### config.mk
export PLATFORM = sky130hd
export DESIGN_NAME = temp_value_limit_regs
export DESIGN_NICKNAME = d
export VERILOG_FILES = /design/src/rtl/temp_regs_pkg.sv /design/src/rtl/host_access_if.sv /design/src/rtl/low_byte_lock.sv /design/src/rtl/limit_reg.sv /design/src/rtl/temp_value_limit_regs.sv
export SDC_FILE = /design/constraint.sdc
export NUM_CORES = 1
export LEC_CHECK = 0
export ABC_AREA = 1
export BUFFER_PORTS_ARGS = -buffer_cell sky130_fd_sc_hd__buf_2
export CAP_MARGIN = 20
export CORE_AREA = 2 2 94 105
export CTS_CLUSTER_SIZE = 14
export DETAILED_ROUTE_END_ITERATION = 10
export DIE_AREA = 0 0 96 107
export PLACE_DENSITY = 0.77
export SLEW_MARGIN = 20
export SYNTH_ARGS = -nofsm -noshare
export SYNTH_HDL_FRONTEND = slang
export SYNTH_SLANG_ARGS = --single-unit
### constraint.sdc
create_clock -name mclk -period 3.7 [get_ports mclk]
set_clock_uncertainty 0.15 [all_clocks]
set_input_delay 0.37 -clock mclk [delete_from_list [all_inputs] [get_ports mclk]]
set_output_delay 0.37 -clock mclk [all_outputs]
set_load 0.02 [all_outputs]
### src/rtl/temp_regs_pkg.sv
// constants shared by the temperature value and limit register bank
// What this block does
// [RQ1] high-byte read freezes the matching low byte
// [RQ2] reading a frozen low byte releases it
// [RQ3] each high-byte read recaptures its low byte
// [RQ4] host reads high byte before low byte
// [RQ5] local high byte is signed two's complement
// [RQ6] local low: three fraction bits, rest zero
// [RQ7] remote fine bits only with filter enabled
// [RQ8] signed remote highs at 0x11, 0x12
// [RQ9] unsigned remote highs at 0x19, 0x1A
// [RQ10] local limit 0x40, resets 0x55, bit7 zero
// [RQ11] local limit decides local over-temperature event
// [RQ12] remote first limits 0x41, 0x42, reset 0x6E
// [RQ13] remote shared limits 0x49, 0x4A, reset 0x55
// [RQ14] hysteresis: five writable bits, top three zero
// [RQ15] read-only identity bytes at 0xFE, 0xFF
package temp_regs_pkg;

    localparam int NUM_TEMPS = 5;

    // index order: local, remote1 signed, remote2 signed, remote1 unsigned, remote2 unsigned
    localparam logic [7:0] HIGH_CMD [NUM_TEMPS] = '{8'h10, 8'h11, 8'h12, 8'h19, 8'h1A};
    localparam logic [7:0] LOW_CMD  [NUM_TEMPS] = '{8'h20, 8'h21, 8'h22, 8'h29, 8'h2A};

    localparam logic [7:0] CMD_LOCAL_LIMIT   = 8'h40;
    localparam logic [7:0] CMD_R1_FIRST      = 8'h41;
    localparam logic [7:0] CMD_R2_FIRST      = 8'h42;
    localparam logic [7:0] CMD_R1_SHARED     = 8'h49;
    localparam logic [7:0] CMD_R2_SHARED     = 8'h4A;
    localparam logic [7:0] CMD_HYSTERESIS    = 8'h5A;
    localparam logic [7:0] CMD_MAKER_ID      = 8'hFE;
    localparam logic [7:0] CMD_REVISION_IDENTITY   = 8'hFF;

    localparam logic [7:0] RST_LOCAL_LIMIT   = 8'h55;
    localparam logic [7:0] RST_FIRST_LIMIT   = 8'h6E;
    localparam logic [7:0] RST_SHARED_LIMIT  = 8'h55;
    localparam logic [7:0] RST_HYSTERESIS    = 8'h0A;

    localparam logic [7:0] MASK_LOCAL_LIMIT  = 8'h7F;
    localparam logic [7:0] MASK_FULL         = 8'hFF;
    localparam logic [7:0] MASK_HYSTERESIS   = 8'h1F;

    localparam logic [7:0] UNMAPPED_READ     = 8'h00;

    // converter result layout: high byte above the fraction bits
    localparam int LOCAL_FRAC_BITS  = 3;
    localparam int REMOTE_FRAC_BITS = 5;

endpackage : temp_regs_pkg

### src/rtl/host_access_if.sv
// command-byte access signals shared by the bank's register modules
`timescale 1ns/1ps
`default_nettype none
interface host_access_if;
    logic       rdStrobe;
    logic       wrStrobe;
    logic [7:0] addr;
    logic [7:0] wrData;

    modport source (output rdStrobe, output wrStrobe, output addr, output wrData);
    modport sink   (input rdStrobe, input wrStrobe, input addr, input wrData);
endinterface : host_access_if
`default_nettype wire

### src/rtl/low_byte_lock.sv
// low-byte freeze that keeps a low byte coherent with its high byte
`timescale 1ns/1ps
`default_nettype none
module low_byte_lock
    import temp_regs_pkg::*;
#(
    parameter logic [7:0] HIGH_ADDR = 8'h00,
    parameter logic [7:0] LOW_ADDR  = 8'h00
) (
    input  wire logic       mclk,
    input  wire logic       rstn,
    host_access_if.sink     acc,
    input  wire logic [7:0] liveLow,
    output logic      [7:0] shownLow
);
    logic       locked_reg;
    logic       locked_next;
    logic [7:0] held_reg;
    logic [7:0] held_next;
    logic       highRead;
    logic       lowRead;

    assign highRead = acc.rdStrobe && (acc.addr == HIGH_ADDR);
    assign lowRead  = acc.rdStrobe && (acc.addr == LOW_ADDR);

    always_comb begin
        locked_next = locked_reg;
        held_next   = held_reg;
        if (highRead) begin
            locked_next = 1'b1;      // [RQ1]
            held_next   = liveLow;   // [RQ3]
        end else if (lowRead) begin
            locked_next = 1'b0;      // [RQ2]
        end
    end

    always_ff @(posedge mclk or negedge rstn) begin
        if (!rstn) begin
            locked_reg <= 1'b0;
            held_reg   <= 8'h00;
        end else begin
            locked_reg <= locked_next;
            held_reg   <= held_next;
        end
    end

    // the read that unlocks still sees the frozen value, since the top samples before the edge
    assign shownLow = locked_reg ? held_reg : liveLow;

    AST_LOCK_FREEZE: assert property (@(posedge mclk) disable iff (!rstn) // [RQ1] [RQ3]
        highRead |=> (shownLow == $past(liveLow)) && locked_reg)
        else $error("low byte not frozen after high-byte read");

    AST_LOCK_RELEASE: assert property (@(posedge mclk) disable iff (!rstn) // [RQ2]
        lowRead |=> !locked_reg && (shownLow == liveLow))
        else $error("low byte still frozen after low-byte read");

endmodule : low_byte_lock
`default_nettype wire

### src/rtl/limit_reg.sv
// one writable limit byte with a reset value and a mask of writable bits
`timescale 1ns/1ps
`default_nettype none
module limit_reg
    import temp_regs_pkg::*;
#(
    parameter logic [7:0] ADDR      = 8'h00,
    parameter logic [7:0] RST_VALUE = 8'h00,
    parameter logic [7:0] WR_MASK   = 8'hFF
) (
    input  wire logic       mclk,
    input  wire logic       rstn,
    host_access_if.sink     acc,
    output logic      [7:0] value
);
    logic [7:0] value_reg;
    logic [7:0] value_next;
    logic       hit;

    assign hit = acc.wrStrobe && (acc.addr == ADDR);

    always_comb begin
        value_next = value_reg;
        if (hit) begin
            value_next = acc.wrData & WR_MASK; // [RQ10] [RQ12] [RQ13] [RQ14]
        end
    end

    always_ff @(posedge mclk or negedge rstn) begin
        if (!rstn) begin
            value_reg <= RST_VALUE;
        end else begin
            value_reg <= value_next;
        end
    end

    assign value = value_reg;

    AST_LIMIT_WRITE: assert property (@(posedge mclk) disable iff (!rstn) // [RQ12] [RQ13]
        hit |=> value == ($past(acc.wrData) & WR_MASK))
        else $error("limit write not stored");

    AST_LIMIT_HOLD: assert property (@(posedge mclk) disable iff (!rstn) // [RQ14]
        !hit |=> $stable(value) && ((value & ~WR_MASK) == 8'h00))
        else $error("limit changed without write or reserved bit set");

endmodule : limit_reg
`default_nettype wire

### src/rtl/temp_value_limit_regs.sv
// temperature value and critical-limit register bank behind the command-byte port
`timescale 1ns/1ps
`default_nettype none
module temp_value_limit_regs
    import temp_regs_pkg::*;
#(
    parameter logic [7:0] MAKER_ID = 8'h5A,  // arbitrary value
    parameter logic [7:0] REV_ID   = 8'h03   // arbitrary value
) (
    input  wire logic        mclk,
    input  wire logic        rstn,
    input  wire logic [7:0]  cmdAddr,
    input  wire logic        rdStrobe,
    input  wire logic        wrStrobe,
    input  wire logic [7:0]  wrData,
    input  wire logic [10:0] localTemp,
    input  wire logic [12:0] remote1Signed,
    input  wire logic [12:0] remote2Signed,
    input  wire logic [12:0] remote1Unsigned,
    input  wire logic [12:0] remote2Unsigned,
    input  wire logic [1:0]  filterEnable,
    output logic      [7:0]  rdData,
    output logic             rdValid,
    output logic      [7:0]  localLimit,
    output logic      [7:0]  remote1FirstLimit,
    output logic      [7:0]  remote2FirstLimit,
    output logic      [7:0]  remote1SharedLimit,
    output logic      [7:0]  remote2SharedLimit,
    output logic      [7:0]  hysteresis,
    output logic             localOverTemp
);
    host_access_if acc ();

    assign acc.rdStrobe = rdStrobe;
    assign acc.wrStrobe = wrStrobe;
    assign acc.addr     = cmdAddr;
    assign acc.wrData   = wrData;

    logic [7:0] liveHigh [NUM_TEMPS];
    logic [7:0] liveLow  [NUM_TEMPS];
    logic [7:0] shownLow [NUM_TEMPS];

    // remote fine bits are only meaningful once the filter averages them
    function automatic logic [7:0] remoteLow(input logic [4:0] frac, input logic filt);
        remoteLow = {frac[4:2], frac[1:0] & {2{filt}}, 3'b000}; // [RQ7]
    endfunction : remoteLow

    always_comb begin
        liveHigh[0] = localTemp[10:LOCAL_FRAC_BITS];                  // [RQ5]
        liveLow[0]  = {localTemp[LOCAL_FRAC_BITS-1:0], 5'b0_0000};    // [RQ6]
        liveHigh[1] = remote1Signed[12:REMOTE_FRAC_BITS];             // [RQ8]
        liveLow[1]  = remoteLow(remote1Signed[REMOTE_FRAC_BITS-1:0], filterEnable[0]);
        liveHigh[2] = remote2Signed[12:REMOTE_FRAC_BITS];             // [RQ8]
        liveLow[2]  = remoteLow(remote2Signed[REMOTE_FRAC_BITS-1:0], filterEnable[1]);
        liveHigh[3] = remote1Unsigned[12:REMOTE_FRAC_BITS];           // [RQ9]
        liveLow[3]  = remoteLow(remote1Unsigned[REMOTE_FRAC_BITS-1:0], filterEnable[0]);
        liveHigh[4] = remote2Unsigned[12:REMOTE_FRAC_BITS];           // [RQ9]
        liveLow[4]  = remoteLow(remote2Unsigned[REMOTE_FRAC_BITS-1:0], filterEnable[1]);
    end

    genvar g;
    generate
        for (g = 0; g < NUM_TEMPS; g++) begin : gLock
            low_byte_lock #(
                .HIGH_ADDR (HIGH_CMD[g]),
                .LOW_ADDR  (LOW_CMD[g])
            ) uLock (
                .mclk     (mclk),
                .rstn     (rstn),
                .acc      (acc.sink),
                .liveLow  (liveLow[g]),
                .shownLow (shownLow[g])
            );
        end
    endgenerate

    limit_reg #(
        .ADDR      (CMD_LOCAL_LIMIT),
        .RST_VALUE (RST_LOCAL_LIMIT),
        .WR_MASK   (MASK_LOCAL_LIMIT)
    ) uLocalLimit (
        .mclk  (mclk),
        .rstn  (rstn),
        .acc   (acc.sink),
        .value (localLimit)
    );
    limit_reg #(
        .ADDR      (CMD_R1_FIRST),
        .RST_VALUE (RST_FIRST_LIMIT),
        .WR_MASK   (MASK_FULL)
    ) uR1First (
        .mclk  (mclk),
        .rstn  (rstn),
        .acc   (acc.sink),
        .value (remote1FirstLimit)
    );
    limit_reg #(
        .ADDR      (CMD_R2_FIRST),
        .RST_VALUE (RST_FIRST_LIMIT),
        .WR_MASK   (MASK_FULL)
    ) uR2First (
        .mclk  (mclk),
        .rstn  (rstn),
        .acc   (acc.sink),
        .value (remote2FirstLimit)
    );
    limit_reg #(
        .ADDR      (CMD_R1_SHARED),
        .RST_VALUE (RST_SHARED_LIMIT),
        .WR_MASK   (MASK_FULL)
    ) uR1Shared (
        .mclk  (mclk),
        .rstn  (rstn),
        .acc   (acc.sink),
        .value (remote1SharedLimit)
    );
    limit_reg #(
        .ADDR      (CMD_R2_SHARED),
        .RST_VALUE (RST_SHARED_LIMIT),
        .WR_MASK   (MASK_FULL)
    ) uR2Shared (
        .mclk  (mclk),
        .rstn  (rstn),
        .acc   (acc.sink),
        .value (remote2SharedLimit)
    );
    limit_reg #(
        .ADDR      (CMD_HYSTERESIS),
        .RST_VALUE (RST_HYSTERESIS),
        .WR_MASK   (MASK_HYSTERESIS)
    ) uHyst (
        .mclk  (mclk),
        .rstn  (rstn),
        .acc   (acc.sink),
        .value (hysteresis)
    );

    logic [7:0] rdData_reg;
    logic [7:0] rdData_next;
    logic       rdValid_reg;
    logic       rdValid_next;
    logic [7:0] lastAddr_reg;
    logic [7:0] lastAddr_next;
    logic       overTemp_reg;
    logic       overTemp_next;

    always_comb begin
        rdValid_next  = rdStrobe;
        rdData_next   = rdData_reg;
        lastAddr_next = lastAddr_reg;
        // limit bit 7 is zero, so a signed compare covers the full local range
        overTemp_next = $signed(liveHigh[0]) > $signed(localLimit); // [RQ11]
        if (rdStrobe) begin
            lastAddr_next = cmdAddr;
            case (cmdAddr)
                CMD_LOCAL_LIMIT: rdData_next = localLimit;
                CMD_R1_FIRST:    rdData_next = remote1FirstLimit;
                CMD_R2_FIRST:    rdData_next = remote2FirstLimit;
                CMD_R1_SHARED:   rdData_next = remote1SharedLimit;
                CMD_R2_SHARED:   rdData_next = remote2SharedLimit;
                CMD_HYSTERESIS:  rdData_next = hysteresis;
                CMD_MAKER_ID:    rdData_next = MAKER_ID;  // [RQ15]
                CMD_REVISION_IDENTITY: rdData_next = REV_ID;    // [RQ15]
                default:         rdData_next = UNMAPPED_READ;
            endcase
            for (int i = 0; i < NUM_TEMPS; i++) begin
                if (cmdAddr == HIGH_CMD[i]) begin
                    rdData_next = liveHigh[i];
                end
                if (cmdAddr == LOW_CMD[i]) begin
                    rdData_next = shownLow[i]; // [RQ1] [RQ2]
                end
            end
        end
    end

    always_ff @(posedge mclk or negedge rstn) begin
        if (!rstn) begin
            rdData_reg   <= 8'h00;
            rdValid_reg  <= 1'b0;
            lastAddr_reg <= 8'h00;
            overTemp_reg <= 1'b0;
        end else begin
            rdData_reg   <= rdData_next;
            rdValid_reg  <= rdValid_next;
            lastAddr_reg <= lastAddr_next;
            overTemp_reg <= overTemp_next;
        end
    end

    assign rdData        = rdData_reg;
    assign rdValid       = rdValid_reg;
    assign localOverTemp = overTemp_reg;

    AST_READ_ANSWER: assert property (@(posedge mclk) disable iff (!rstn) // [RQ8]
        rdStrobe && (cmdAddr == HIGH_CMD[1]) |=> rdValid && (rdData == $past(remote1Signed[12:5])))
        else $error("signed remote high read wrong");

    AST_UNSIGNED_HIGH: assert property (@(posedge mclk) disable iff (!rstn) // [RQ9]
        rdStrobe && (cmdAddr == HIGH_CMD[4]) |=> rdData == $past(remote2Unsigned[12:5]))
        else $error("unsigned remote high read wrong");

    AST_LOCAL_HIGH: assert property (@(posedge mclk) disable iff (!rstn) // [RQ5]
        rdStrobe && (cmdAddr == HIGH_CMD[0]) |=> rdData == $past(localTemp[10:3]))
        else $error("local high read wrong");

    AST_LOCAL_LOW_ZERO: assert property (@(posedge mclk) disable iff (!rstn) // [RQ6]
        rdValid && (lastAddr_reg == LOW_CMD[0]) |-> rdData[4:0] == 5'b0_0000)
        else $error("local low reserved bits set");

    AST_FILTER_OFF: assert property (@(posedge mclk) disable iff (!rstn) // [RQ7]
        rdValid && (lastAddr_reg == LOW_CMD[1]) && !$past(filterEnable[0]) && !$past(gLock[1].uLock.locked_reg)
        |-> rdData[4:0] == 5'b0_0000)
        else $error("remote fine bits shown with filter off");

    AST_LOCAL_LIMIT: assert property (@(posedge mclk) disable iff (!rstn) // [RQ10]
        localLimit[7] == 1'b0)
        else $error("local limit bit 7 set");

    AST_OVER_TEMP: assert property (@(posedge mclk) disable iff (!rstn) // [RQ11]
        localOverTemp == ($signed($past(localTemp[10:3])) > $signed($past(localLimit))))
        else $error("local over-temperature flag mismatch");

    AST_IDENTITY: assert property (@(posedge mclk) disable iff (!rstn) // [RQ15]
        rdValid && (lastAddr_reg == CMD_MAKER_ID) |-> rdData == MAKER_ID)
        else $error("maker identity read wrong");

    AST_SIGNED2_HIGH: assert property (@(posedge mclk) disable iff (!rstn) // [RQ8]
        rdStrobe && (cmdAddr == HIGH_CMD[2]) |=> rdData == $past(remote2Signed[12:5]))
        else $error("signed remote 2 high read wrong");

    AST_UNSIGNED1_HIGH: assert property (@(posedge mclk) disable iff (!rstn) // [RQ9]
        rdStrobe && (cmdAddr == HIGH_CMD[3]) |=> rdData == $past(remote1Unsigned[12:5]))
        else $error("unsigned remote 1 high read wrong");

    AST_READ_PULSE: assert property (@(posedge mclk) disable iff (!rstn) // [RQ8]
        rdStrobe |=> rdValid)
        else $error("read not answered");

    AST_NO_READ_QUIET: assert property (@(posedge mclk) disable iff (!rstn) // [RQ8]
        !rdStrobe |=> !rdValid && $stable(rdData))
        else $error("read answer without read");

    AST_LOCAL_LIMIT_READ: assert property (@(posedge mclk) disable iff (!rstn) // [RQ10]
        rdStrobe && (cmdAddr == CMD_LOCAL_LIMIT) |=> rdData == $past(localLimit))
        else $error("local limit read wrong");

    AST_R1_FIRST_READ: assert property (@(posedge mclk) disable iff (!rstn) // [RQ12]
        rdStrobe && (cmdAddr == CMD_R1_FIRST) |=> rdData == $past(remote1FirstLimit))
        else $error("remote 1 first limit read wrong");

    AST_R2_FIRST_READ: assert property (@(posedge mclk) disable iff (!rstn) // [RQ12]
        rdStrobe && (cmdAddr == CMD_R2_FIRST) |=> rdData == $past(remote2FirstLimit))
        else $error("remote 2 first limit read wrong");

    AST_R1_SHARED_READ: assert property (@(posedge mclk) disable iff (!rstn) // [RQ13]
        rdStrobe && (cmdAddr == CMD_R1_SHARED) |=> rdData == $past(remote1SharedLimit))
        else $error("remote 1 shared limit read wrong");

    AST_R2_SHARED_READ: assert property (@(posedge mclk) disable iff (!rstn) // [RQ13]
        rdStrobe && (cmdAddr == CMD_R2_SHARED) |=> rdData == $past(remote2SharedLimit))
        else $error("remote 2 shared limit read wrong");

    AST_HYST_READ: assert property (@(posedge mclk) disable iff (!rstn) // [RQ14]
        rdStrobe && (cmdAddr == CMD_HYSTERESIS) |=> rdData == $past(hysteresis))
        else $error("hysteresis read wrong");

    AST_HYST_TOP_ZERO: assert property (@(posedge mclk) disable iff (!rstn) // [RQ14]
        hysteresis[7:5] == 3'b000)
        else $error("hysteresis top bits set");

    AST_REVISION: assert property (@(posedge mclk) disable iff (!rstn) // [RQ15]
        rdValid && (lastAddr_reg == CMD_REVISION_IDENTITY) |-> rdData == REV_ID)
        else $error("revision identity read wrong");

    AST_ID_WRITE_IGNORED: assert property (@(posedge mclk) disable iff (!rstn) // [RQ15]
        wrStrobe && (cmdAddr == CMD_MAKER_ID) |=> $stable(localLimit) && $stable(hysteresis))
        else $error("identity write changed a limit");

    AST_REMOTE_LOW_RESERVED: assert property (@(posedge mclk) disable iff (!rstn) // [RQ7]
        rdValid && ((lastAddr_reg == LOW_CMD[1]) || (lastAddr_reg == LOW_CMD[2]) || (lastAddr_reg == LOW_CMD[3])
        || (lastAddr_reg == LOW_CMD[4])) |-> rdData[2:0] == 3'b000)
        else $error("remote low reserved bits set");

    // peeks at the lock state keep these checks apart from the read mux they guard
    AST_FILTER_ON: assert property (@(posedge mclk) disable iff (!rstn) // [RQ7]
        rdStrobe && (cmdAddr == LOW_CMD[2]) && filterEnable[1] && !gLock[2].uLock.locked_reg
        |=> rdData[4:3] == $past(remote2Signed[1:0]))
        else $error("remote fine bits missing with filter on");

    AST_FROZEN_LOW: assert property (@(posedge mclk) disable iff (!rstn) // [RQ1]
        rdStrobe && (cmdAddr == LOW_CMD[0]) && gLock[0].uLock.locked_reg
        |=> rdData == $past(gLock[0].uLock.held_reg))
        else $error("frozen local low not returned");

    AST_LIVE_LOW: assert property (@(posedge mclk) disable iff (!rstn) // [RQ2] [RQ6]
        rdStrobe && (cmdAddr == LOW_CMD[0]) && !gLock[0].uLock.locked_reg
        |=> rdData == {$past(localTemp[2:0]), 5'b0_0000})
        else $error("live local low read wrong");

    AST_UNSIGNED_LOW: assert property (@(posedge mclk) disable iff (!rstn) // [RQ7]
        rdStrobe && (cmdAddr == LOW_CMD[3]) && !gLock[3].uLock.locked_reg
        |=> rdData[7:5] == $past(remote1Unsigned[4:2]))
        else $error("unsigned remote low read wrong");

    AST_HIGH_READ_LOCKS: assert property (@(posedge mclk) disable iff (!rstn) // [RQ3]
        rdStrobe && (cmdAddr == HIGH_CMD[3]) |=> gLock[3].uLock.locked_reg)
        else $error("high read did not lock its low byte");

endmodule : temp_value_limit_regs
`default_nettype wire

## Word-level counts from Yosys, hierarchy flattened

Cells that the tools add are included.

- Output and inout bits: 58
- Register bits after elaboration: 82
- Logic and storage cells: 89

- Bitwise logic cells: 4
- Muxes and demuxes: 26
- Reductions and logical operators: 21
- Magnitude comparators: 1
- Equality and inequality tests: 18

Operator list:

| operator | number |
|---|---|
| $mux 8 | 15 |
| $pmux 8 s8 | 1 |
| $eq 8x7->1 const B | 6 |
| $eq 8x5->1 const B | 5 |
| $eq 8x6->1 const B | 5 |
| $eq 8x8->1 const B | 2 |
| $logic_and 1x1->1 | 16 |
| $mux 1 | 10 |
| $reduce_bool 2->1 | 5 |
| $and 2x2->2 | 4 |
| $gt 8x8->1 | 1 |

## Depth between registers and ports, before layout

Gate-level depths: netlist of the first run.

- Depth in word-level cells: 12
- Gate-level depth with buffers: 15
- Mapped depth without buffers: 15

## Hierarchy

From an unflattened synthesis of the first run, not the netlist that was laid out.

- Cell total of the unflattened synthesis: 949
- Area, all modules: 7015.5 µm²

Modules (own cells, without submodules):

| module | seq. area each (µm²) | cells each | instances | area an instance (µm²) |
|---|---|---|---|---|
| temp_value_limit_regs | 250.2 | 403 | 1 | 2034.5 |
| low_byte_lock at gLock[1].uLock ... | 225.2 | 61 | 2 | 535.5 |
| low_byte_lock at gLock[3].uLock ... | 225.2 | 59 | 2 | 530.5 |
| limit_reg at uR1First ... | 206.4 | 44 | 2 | 427.9 |
| limit_reg at uR1Shared ... | 205.2 | 43 | 2 | 415.4 |
| low_byte_lock at gLock[0].uLock | 225.2 | 59 | 1 | 528.0 |
| limit_reg at uLocalLimit | 180.2 | 41 | 1 | 367.9 |
| limit_reg at uHyst | 127.6 | 32 | 1 | 266.5 |

## Worst setup path before layout of the first run

No wires, ideal clock.

- Path kind: input-to-reg
- Start: input cmdAddr[1]
- End: register uR1First.value_reg[4] (netlist: uR1First.value[4])
- Buffers on the path: 1
- Stages on the path: 7
- Arrival time: 1.462 ns
- Setup slack: 1.961 ns
- Cells stage by stage: inv_2 -> nand2_1 -> nor2_2 -> nand2_2 -> nor2_1 -> buf_2 -> mux2_1

- Cells in the longest elaborated chain, start to end: 2

RTL lines:

| item | line | RTL |
|---|---|---|
| start, declared | temp_value_limit_regs.sv:12 | `input wire logic [7:0] cmdAddr,` |
| $eq 8x7->1 | limit_reg.sv:20 | `assign hit = acc.wrStrobe && (acc.addr == ADDR);` |
| $logic_and 1x1->1 | limit_reg.sv:20 |  |
| end signal, assigned | limit_reg.sv:33 | `value_reg <= value_next;` |
| end, declared | limit_reg.sv:16 | `logic [7:0] value_reg;` |

No other way between the ends.
A chain may end at the register's enable or synchronous reset.

## Final worst setup path of the first run

- Start: input cmdAddr[1]
- End: register uR1First.value_reg[7] (netlist: uR1First.value[7])

The elaborated chain is that of the path after synthesis.

==> results of run 1 <==
## worst paths after layout
path                                          end  cells after the start
worst max register to register      localOverTemp                      7
worst min-delay path                localOverTemp                      2
worst max-delay path            uR1First.value[7]                      7
max in group asynchronous       uR2First.value[0]                      2
min in group asynchronous               rdData[5]                      2
worst min register to register          rdData[0]                      2
## timing repair
| item | CTS | global route |
|---|---|---|
| hold buffers | 0 | 1 |
| resized for setup | 0 | 0 |
| setup endpoints to repair | 0 | 0 |
| hold endpoints to repair | 0 | 58 |
## metal layers
layer	up-vias	global-route usage, %
li1	2236	-
met2	225	44.1
met4	2	13.1
met1	2099	35.7
met5	-	0
met3	42	6.11
## power by group through the flow
stage / Combinational [mW] / Sequential (mW) / Clock (mW)
after floorplan: 0.120 / 1.05 / 0
after global placement: 0.294 / 1.01 / 0
after detailed placement: 0.301 / 1.01 / 0
after CTS: 0.303 / 0.994 / 0.669
after global routing: 0.336 / 1.00 / 0.711
final: 0.304 / 0.995 / 0.661
## layout make-up
| cell class | instances | area (um2) | share of cell area, % |
|---|---|---|---|
| Inverter | 90 | 338 | 5.94 |
| Multi-Input combinational cell | 427 | 2210 | 39.0 |
| Clock buffer | 11 | 131 | 2.31 |
| Clock inverter | 5 | 62.6 | 1.10 |
| Sequential cell | 82 | 2080 | 36.6 |
| Tap cell | 117 | 146 | 2.58 |
| Antenna cell | 1 | 2.50 | 0.0440 |
| Timing Repair Buffer | 139 | 707 | 12.4 |
## critical path, stage by stage
cell	delay (ns)
buf_2	0.13
inv_2	0.07
nand2_1	0.11
nor2_2	0.27
nand2_2	0.15
nor2_1	0.58
mux2_1	0.38
## cells by family (layout without fill, tap and decap cells)
kind of cell | after synthesis | after routing | share of synthesized area [%]
mux | 17 | 17 | 4.07
buf+inv | 105 | 245 | 8.96
other cells | 1 | 5 | 0.0797
flops | 82 | 82 | 44.2
simple gates | 289 | 289 | 28.1
compound gates | 110 | 110 | 12.7
fa+ha+maj | 7 | 7 | 1.86
## metrics by stage
stage / cells / hold slack (ns) / util, % / power (mW)
floorplan: 614 / -0.0756 / - / 1.17
global placement: 854 / 0.315 / 59.4 / 1.30
detailed placement: 854 / 0.323 / 59.4 / 1.31
CTS: 870 / 0.00380 / 61.5 / 1.97
global route: 871 / 0.0113 / 61.7 / 2.05
finish: 872 / 0.0156 / 61.7 / 1.96
## cell usage in the layout (no fill, tap or decap), types with 11 or more instances in the layout
cell and n:
inv_1 74, dfrtp_1 58, nand3_1 33, mux2_2 11, dfstp_2 24, buf_2 137
nor2_1 53, inv_2 16, a21oi_1 23, o21ai_1 12, nand2_1 158, o21ai_0 52
==> results.md, run 1 <==
- Number of global-route vias before repair: approximately 4.6k
- Top layer reached by signal wires: met5
- Mapped Cells: between 600 and 700
- Distinct cells, synth: 35
- Cell Area, Synth: roughly 0.0047 mm2
- Clk pin slew, worst setup/hold paths: roughly 0.090 ns
- Gr ovfl total: 0
- Critical path type: input port to flip-flop
- Synth warn: 0
- Setup ws final: about 1.7 ns
- Final hold viol count: 0
- Leading area contributor after synthesis: dfrtp_1
- Pre-antenna DRT Iters: 5
- Vias/cell: ~5.3
- Met3 wire length: roughly 1100 um
- Slew Limit Fails: 0
- Critical Path AT: approximately 2.1 ns
- Sequential share of power: 50.7%
- GPL Wtd Cong: between 0.9 and 1
- Dpl hpwl: a little over 10,000 um
- Final period utilization: a little over half
- Fraction of layout cells with a size suffix above 1: between 30 and 40%
- Async SR Flop Fraction: 100%
- Internal cell power: roughly 1.4 mW
- Area of the die: around 0.010 mm2
- Dpl ws: approximately 1.4 ns
- Design Area, Final: roughly 0.0057 mm2
- Logic pwr share: approximately 16%
- Wire length per cell: 15.5 um
- DR iter-0 viols: about 270
- Routed Antenna Nets: 0
- CTS buffer count: 9
- Switching Fraction: between 20 and 30%
- Synth-to-Final Area Change: 20.8%
- # IOs: around 140
- Largest register FFs: 23
- Flop-to-flop setup slack: about 2 ns
- Final net count: between 800 and 900
- Crit path launch: cmdAddr[1]
- First-pass GRT wire length: 21,800 um
- CP max FO: 11
- Hold Path Class: input port to flip-flop
- IO Port Bufs: 138
- Setup crit end kind: flip-flop
- Seq/Total Area, Yosys: 44.2%
- FILL cells: between 800 and 900
- Row count: 37
- CTS tree: built
- Post-synth top cells: 158 x nand2_1, 74 x inv_1, 58 x dfrtp_1
- Clk buf depth: 2
- Status: finished, final reports clean
- Via count: approximately 4.6k
- Setup-failing EPs final: 0
- Core area: roughly 0.0092 mm2
- Setup crit start kind: input port
- Depth of the CTS H-tree: 3
- Post-detailed-routing wire length: roughly 14,000 um
- Routed wl met2: between 6000 and 7000 um
- Highest clock rate: ~500 MHz
- Post CTS Setup Buffer Count: 0
- Max capacitance violation total: 0
- Initial core utilization: approximately half
- Synth area leaders: dfrtp_1 31%, dfstp_2 13%, nand2_1 13%
- Critical path data required time: 3.81 ns
- Top FF cell, synth: dfrtp_1
- Net Sw Power: 0.580 mW
- Leak pwr: roughly 3.0 nW
- Die W: approximately 96 um
- M1 WL: 5440 um
- Max VDD drop: between 0.2 and 0.3 mV
- Initial antenna violation count: 2
- Worst slew margin: around half
- Die height: 107 um
- Avg Inst Size Synth: roughly 7.7 um2
- Root Buffer: clkbuf_8
- RSZ-0062 raised after global routing: false
- Pin count of the biggest net entering global routing: 83
- Clk Latency, worst-skew pair: around 0.37 ns
- FF+latch count, synth: ~80
- Post-layout min period: 1.96 ns
- Count leader, synth: nand2_1
- Number of synthesized flops with an enable pin: 0
- Clock share of power: between 30 and 40%
- TNS Setup: 0 ns
- Hold Startpoint: localTemp[10]
- # DRC: 0
- Worst slew pin tran: 0.741 ns
- CTS Sinks: 82
- DP Area: approximately 0.0055 mm2
- RR Startpoint: uLocalLimit.value[2]
- PD cells: 345 mW/mm2
- Area share of the largest cell type after synthesis: 30.8%
- Tot GR Track Use: between 20% and 30%
Note: power is estimated with default switching activity, not from simulation.
==> run 2, diff against run 1 <==
CORE_AREA = 2 2 99 110   (was 2 2 94 105)
DIE_AREA = 0 0 101 112   (was 0 0 96 107)
PLACE_DENSITY = 0.73   (was 0.77)
clock period = 1.8 ns   (was 3.7 ns; I/O delays follow)
==> results.md, run 2 (synthesis results as in run 1) <==
- Max VDD drop: 0.495 mV (+96%)
- Critical Path AT: 1.81 ns (-0.26 ns)
- GPL Wtd Cong: 0.901 (-0.16%)
- Fraction of layout cells with a size suffix above 1: 32.1% (+1.5 points)
- Dpl hpwl: 11,200 um (+7.8%)
- Post-layout min period: 1.71 ns
- Highest clock rate: roughly 600 MHz
- CTS buffer count: 9 (unchanged)
- CTS tree: built
- Crit path buffers/inverters: 1 (-1)
- FILL cells: 917 (+9.8%)
- Hold Path Class: input port to flip-flop
- Leading cell types in the layout, fill and taps excluded: 158 x nand2_1, 137 x buf_2, 74 x inv_1, 58 x dfrtp_1, 53 x nor2_1
- Pin count of the biggest net entering global routing: 83 (unchanged)
- First-pass GRT wire length: 22,600 um (+3.7%)
- Final period utilization: a little over nine tenths
- Routed Antenna Nets: 0 (unchanged)
- Sequential share of power: 43.5% (-7.2 points)
- Clk buf depth: 2 (unchanged)
- Slew Limit Fails: 0 (unchanged)
- Setup crit end kind: flip-flop
- Design Area, Final: 0.00633 mm2 (+11%)
- RSZ-0062 raised after global routing: false
- Critical path data required time: 1.91 ns (-1.90 ns)
- Post-detailed-routing wire length: 14,500 um (+6.9%)
- Critical path type: flip-flop to flip-flop
- Number of global-route vias before repair: 4,620 (+0.76%)
- Net Sw Power: 1.25 mW (+120%)
- Depth of the CTS H-tree: 3 (unchanged)
- Largest register FFs: 23 (unchanged)
- IO Port Bufs: 138 (unchanged)
- Internal cell power: 3.46 mW (+150%)
- Synth-to-Final Area Change: 34.6%
- Total Power: 4.71 mW (+140%)
- Initial antenna violation count: 0 (-2)
- Setup crit start kind: flip-flop
- Delay-heaviest family, CP: compound AO/OA/AOI/OAI gates
- Sequential cell area: 0.00208 mm2 (unchanged)
- Clk pin slew, worst setup/hold paths: 0.06 ns (-0.03 ns)
- CP max FO: 2 (-9)
- Status: finished, final reports clean
- DR iter-0 viols: 221 (-17%)
- Initial core utilization: 45.9% (-5.2 points)
- Gr ovfl total: 0 (unchanged)
- Clock share of power: 41.6% (+7.9 points)
- Wire length per cell: 15.4 um (-0.41%)
- Final net count: 899 (+6.9%)
- CTS Sinks: 82 (unchanged)
- Multi-input gate area: 0.00222 mm2 (+0.23%)
- # IOs: 143 (unchanged)
- Worst-path cell chain: inv_1, ha_1, nand2_1, o21bai_1, a21oi_1, o21ai_1, a211oi_2
- Row count: 39 (+5.4%)
- Tot GR Track Use: 25.9% (-1.8 points)
- Die height: 112 um (+4.7%)
- # DRC: 0 (unchanged)
- DP Area: 0.00570 mm2 (+4.2%)
- Worst path max stage delay: 0.53 ns (-0.05 ns)
- Worst path slowest cell: dfstp_2
- PD cells: 744 mW/mm2 (+120%)
- Via count: 4,769 (+3.6%)
- Core area: 0.0102 mm2 (+11%)
- Final hold viol count: 0 (unchanged)
- Die W: 101 um (+5.2%)
- Pre-antenna DRT Iters: 5 (unchanged)
- Vias/cell: 5.10 (-3.5%)
- Most common cell after layout, fill and taps aside: nand2_1
- Leak pwr: 3.33 nW (+11%)
- Area of the die: 0.0113 mm2 (+10%)
- Max capacitance violation total: 0 (unchanged)
- Logic pwr share: 14.9% (-0.6 points)
- Root Buffer: clkbuf_16
- Setup-failing EPs final: 0 (unchanged)
- Clk Latency, worst-skew pair: 0.34 ns (-0.03 ns)
- Hold slack: 0.00859 ns (-0.00702 ns)
- Post CTS Setup Buffer Count: 0 (unchanged)
- Fin util: 61.8% (+0.11 points)
- Switching Fraction: 26.6% (-3.0 points)
## run 2: cell count changes in the layout (fill, tap and decap cells not counted), moves of 3 or more
cell,change
dlygate4sd3_1,+30
clkbuf_16,+9
clkinv_2,+3
clkbuf_8,-9
buf_4,+28
## run 2: final cells by class
class | count | share of cell area (%)
multi-input cells | 427 | 35.0
flip-flops and latches | 82 | 32.9
repair buffers | 197 | 19.4
inverters | 90 | 5.33
clock buffers | 10 | 3.62
well taps | 123 | 2.43
clock inverters | 6 | 1.30
diodes | 1 | 0.0395
## run 2: layer usage
metal	track usage [%]	up-vias	part of all wire [%]
met5	0	-	0
met1	33.6	2192	44
met3	3.58	28	5.6
li1	-	2356	-
met4	10.1	0	2.4
met2	43.8	193	48
## run 2: final timing paths
| check | start | end | slack [ns] | cells after the start |
|---|---|---|---|---|
| min | remote2Signed[5] | rdData[0] | 0.009 | 5 |
| max reg2reg | uLocalLimit.value[2] | localOverTemp | 0.09 | 7 |
| max in group asynchronous | rstn | uR1First.value[6] | 0.87 | 3 |
| min in group asynchronous | rstn | gLock[4].uLock.held_reg[5] | 0.26 | 3 |
| min reg2reg | rdData[1] | rdData[1] | 0.33 | 2 |
| max | uLocalLimit.value[2] | localOverTemp | 0.09 | 7 |
## run 2: what timing repair did
action | CTS | global route
hold buffers | 31 | 0
setup endpoints to repair | 0 | 1
endpoints found under the hold margin | 107 | 0
resized for setup | 0 | 2
## run 2: tightest hold or removal path, delay by kind of cell
family | cells | cell delay [ns]
buffers and inverters | 1 | 0.08
and+or+nand+nor | 4 | 0.21
## run 2: metrics by stage
stage	setup slack, ns	setup TNS [ns]	std cells
2_1_floorplan	0.100	0	614
3_3_place_gp	-0.117	-0.358	888
3_5_place_dp	-0.139	-0.533	888
4_1_cts	0.100	0	935
5_1_grt	0.0236	0	935
6_report	0.0931	0	936
## run 2: power groups by stage
stage	Combinational, mW	Sequential (mW)	Clock, mW
finish	0.704	2.05	1.96
global route	0.775	2.06	2.04
CTS	0.705	2.05	1.97
detailed placement	0.650	2.08	0
global placement	0.640	2.07	0
floorplan	0.246	2.15	0
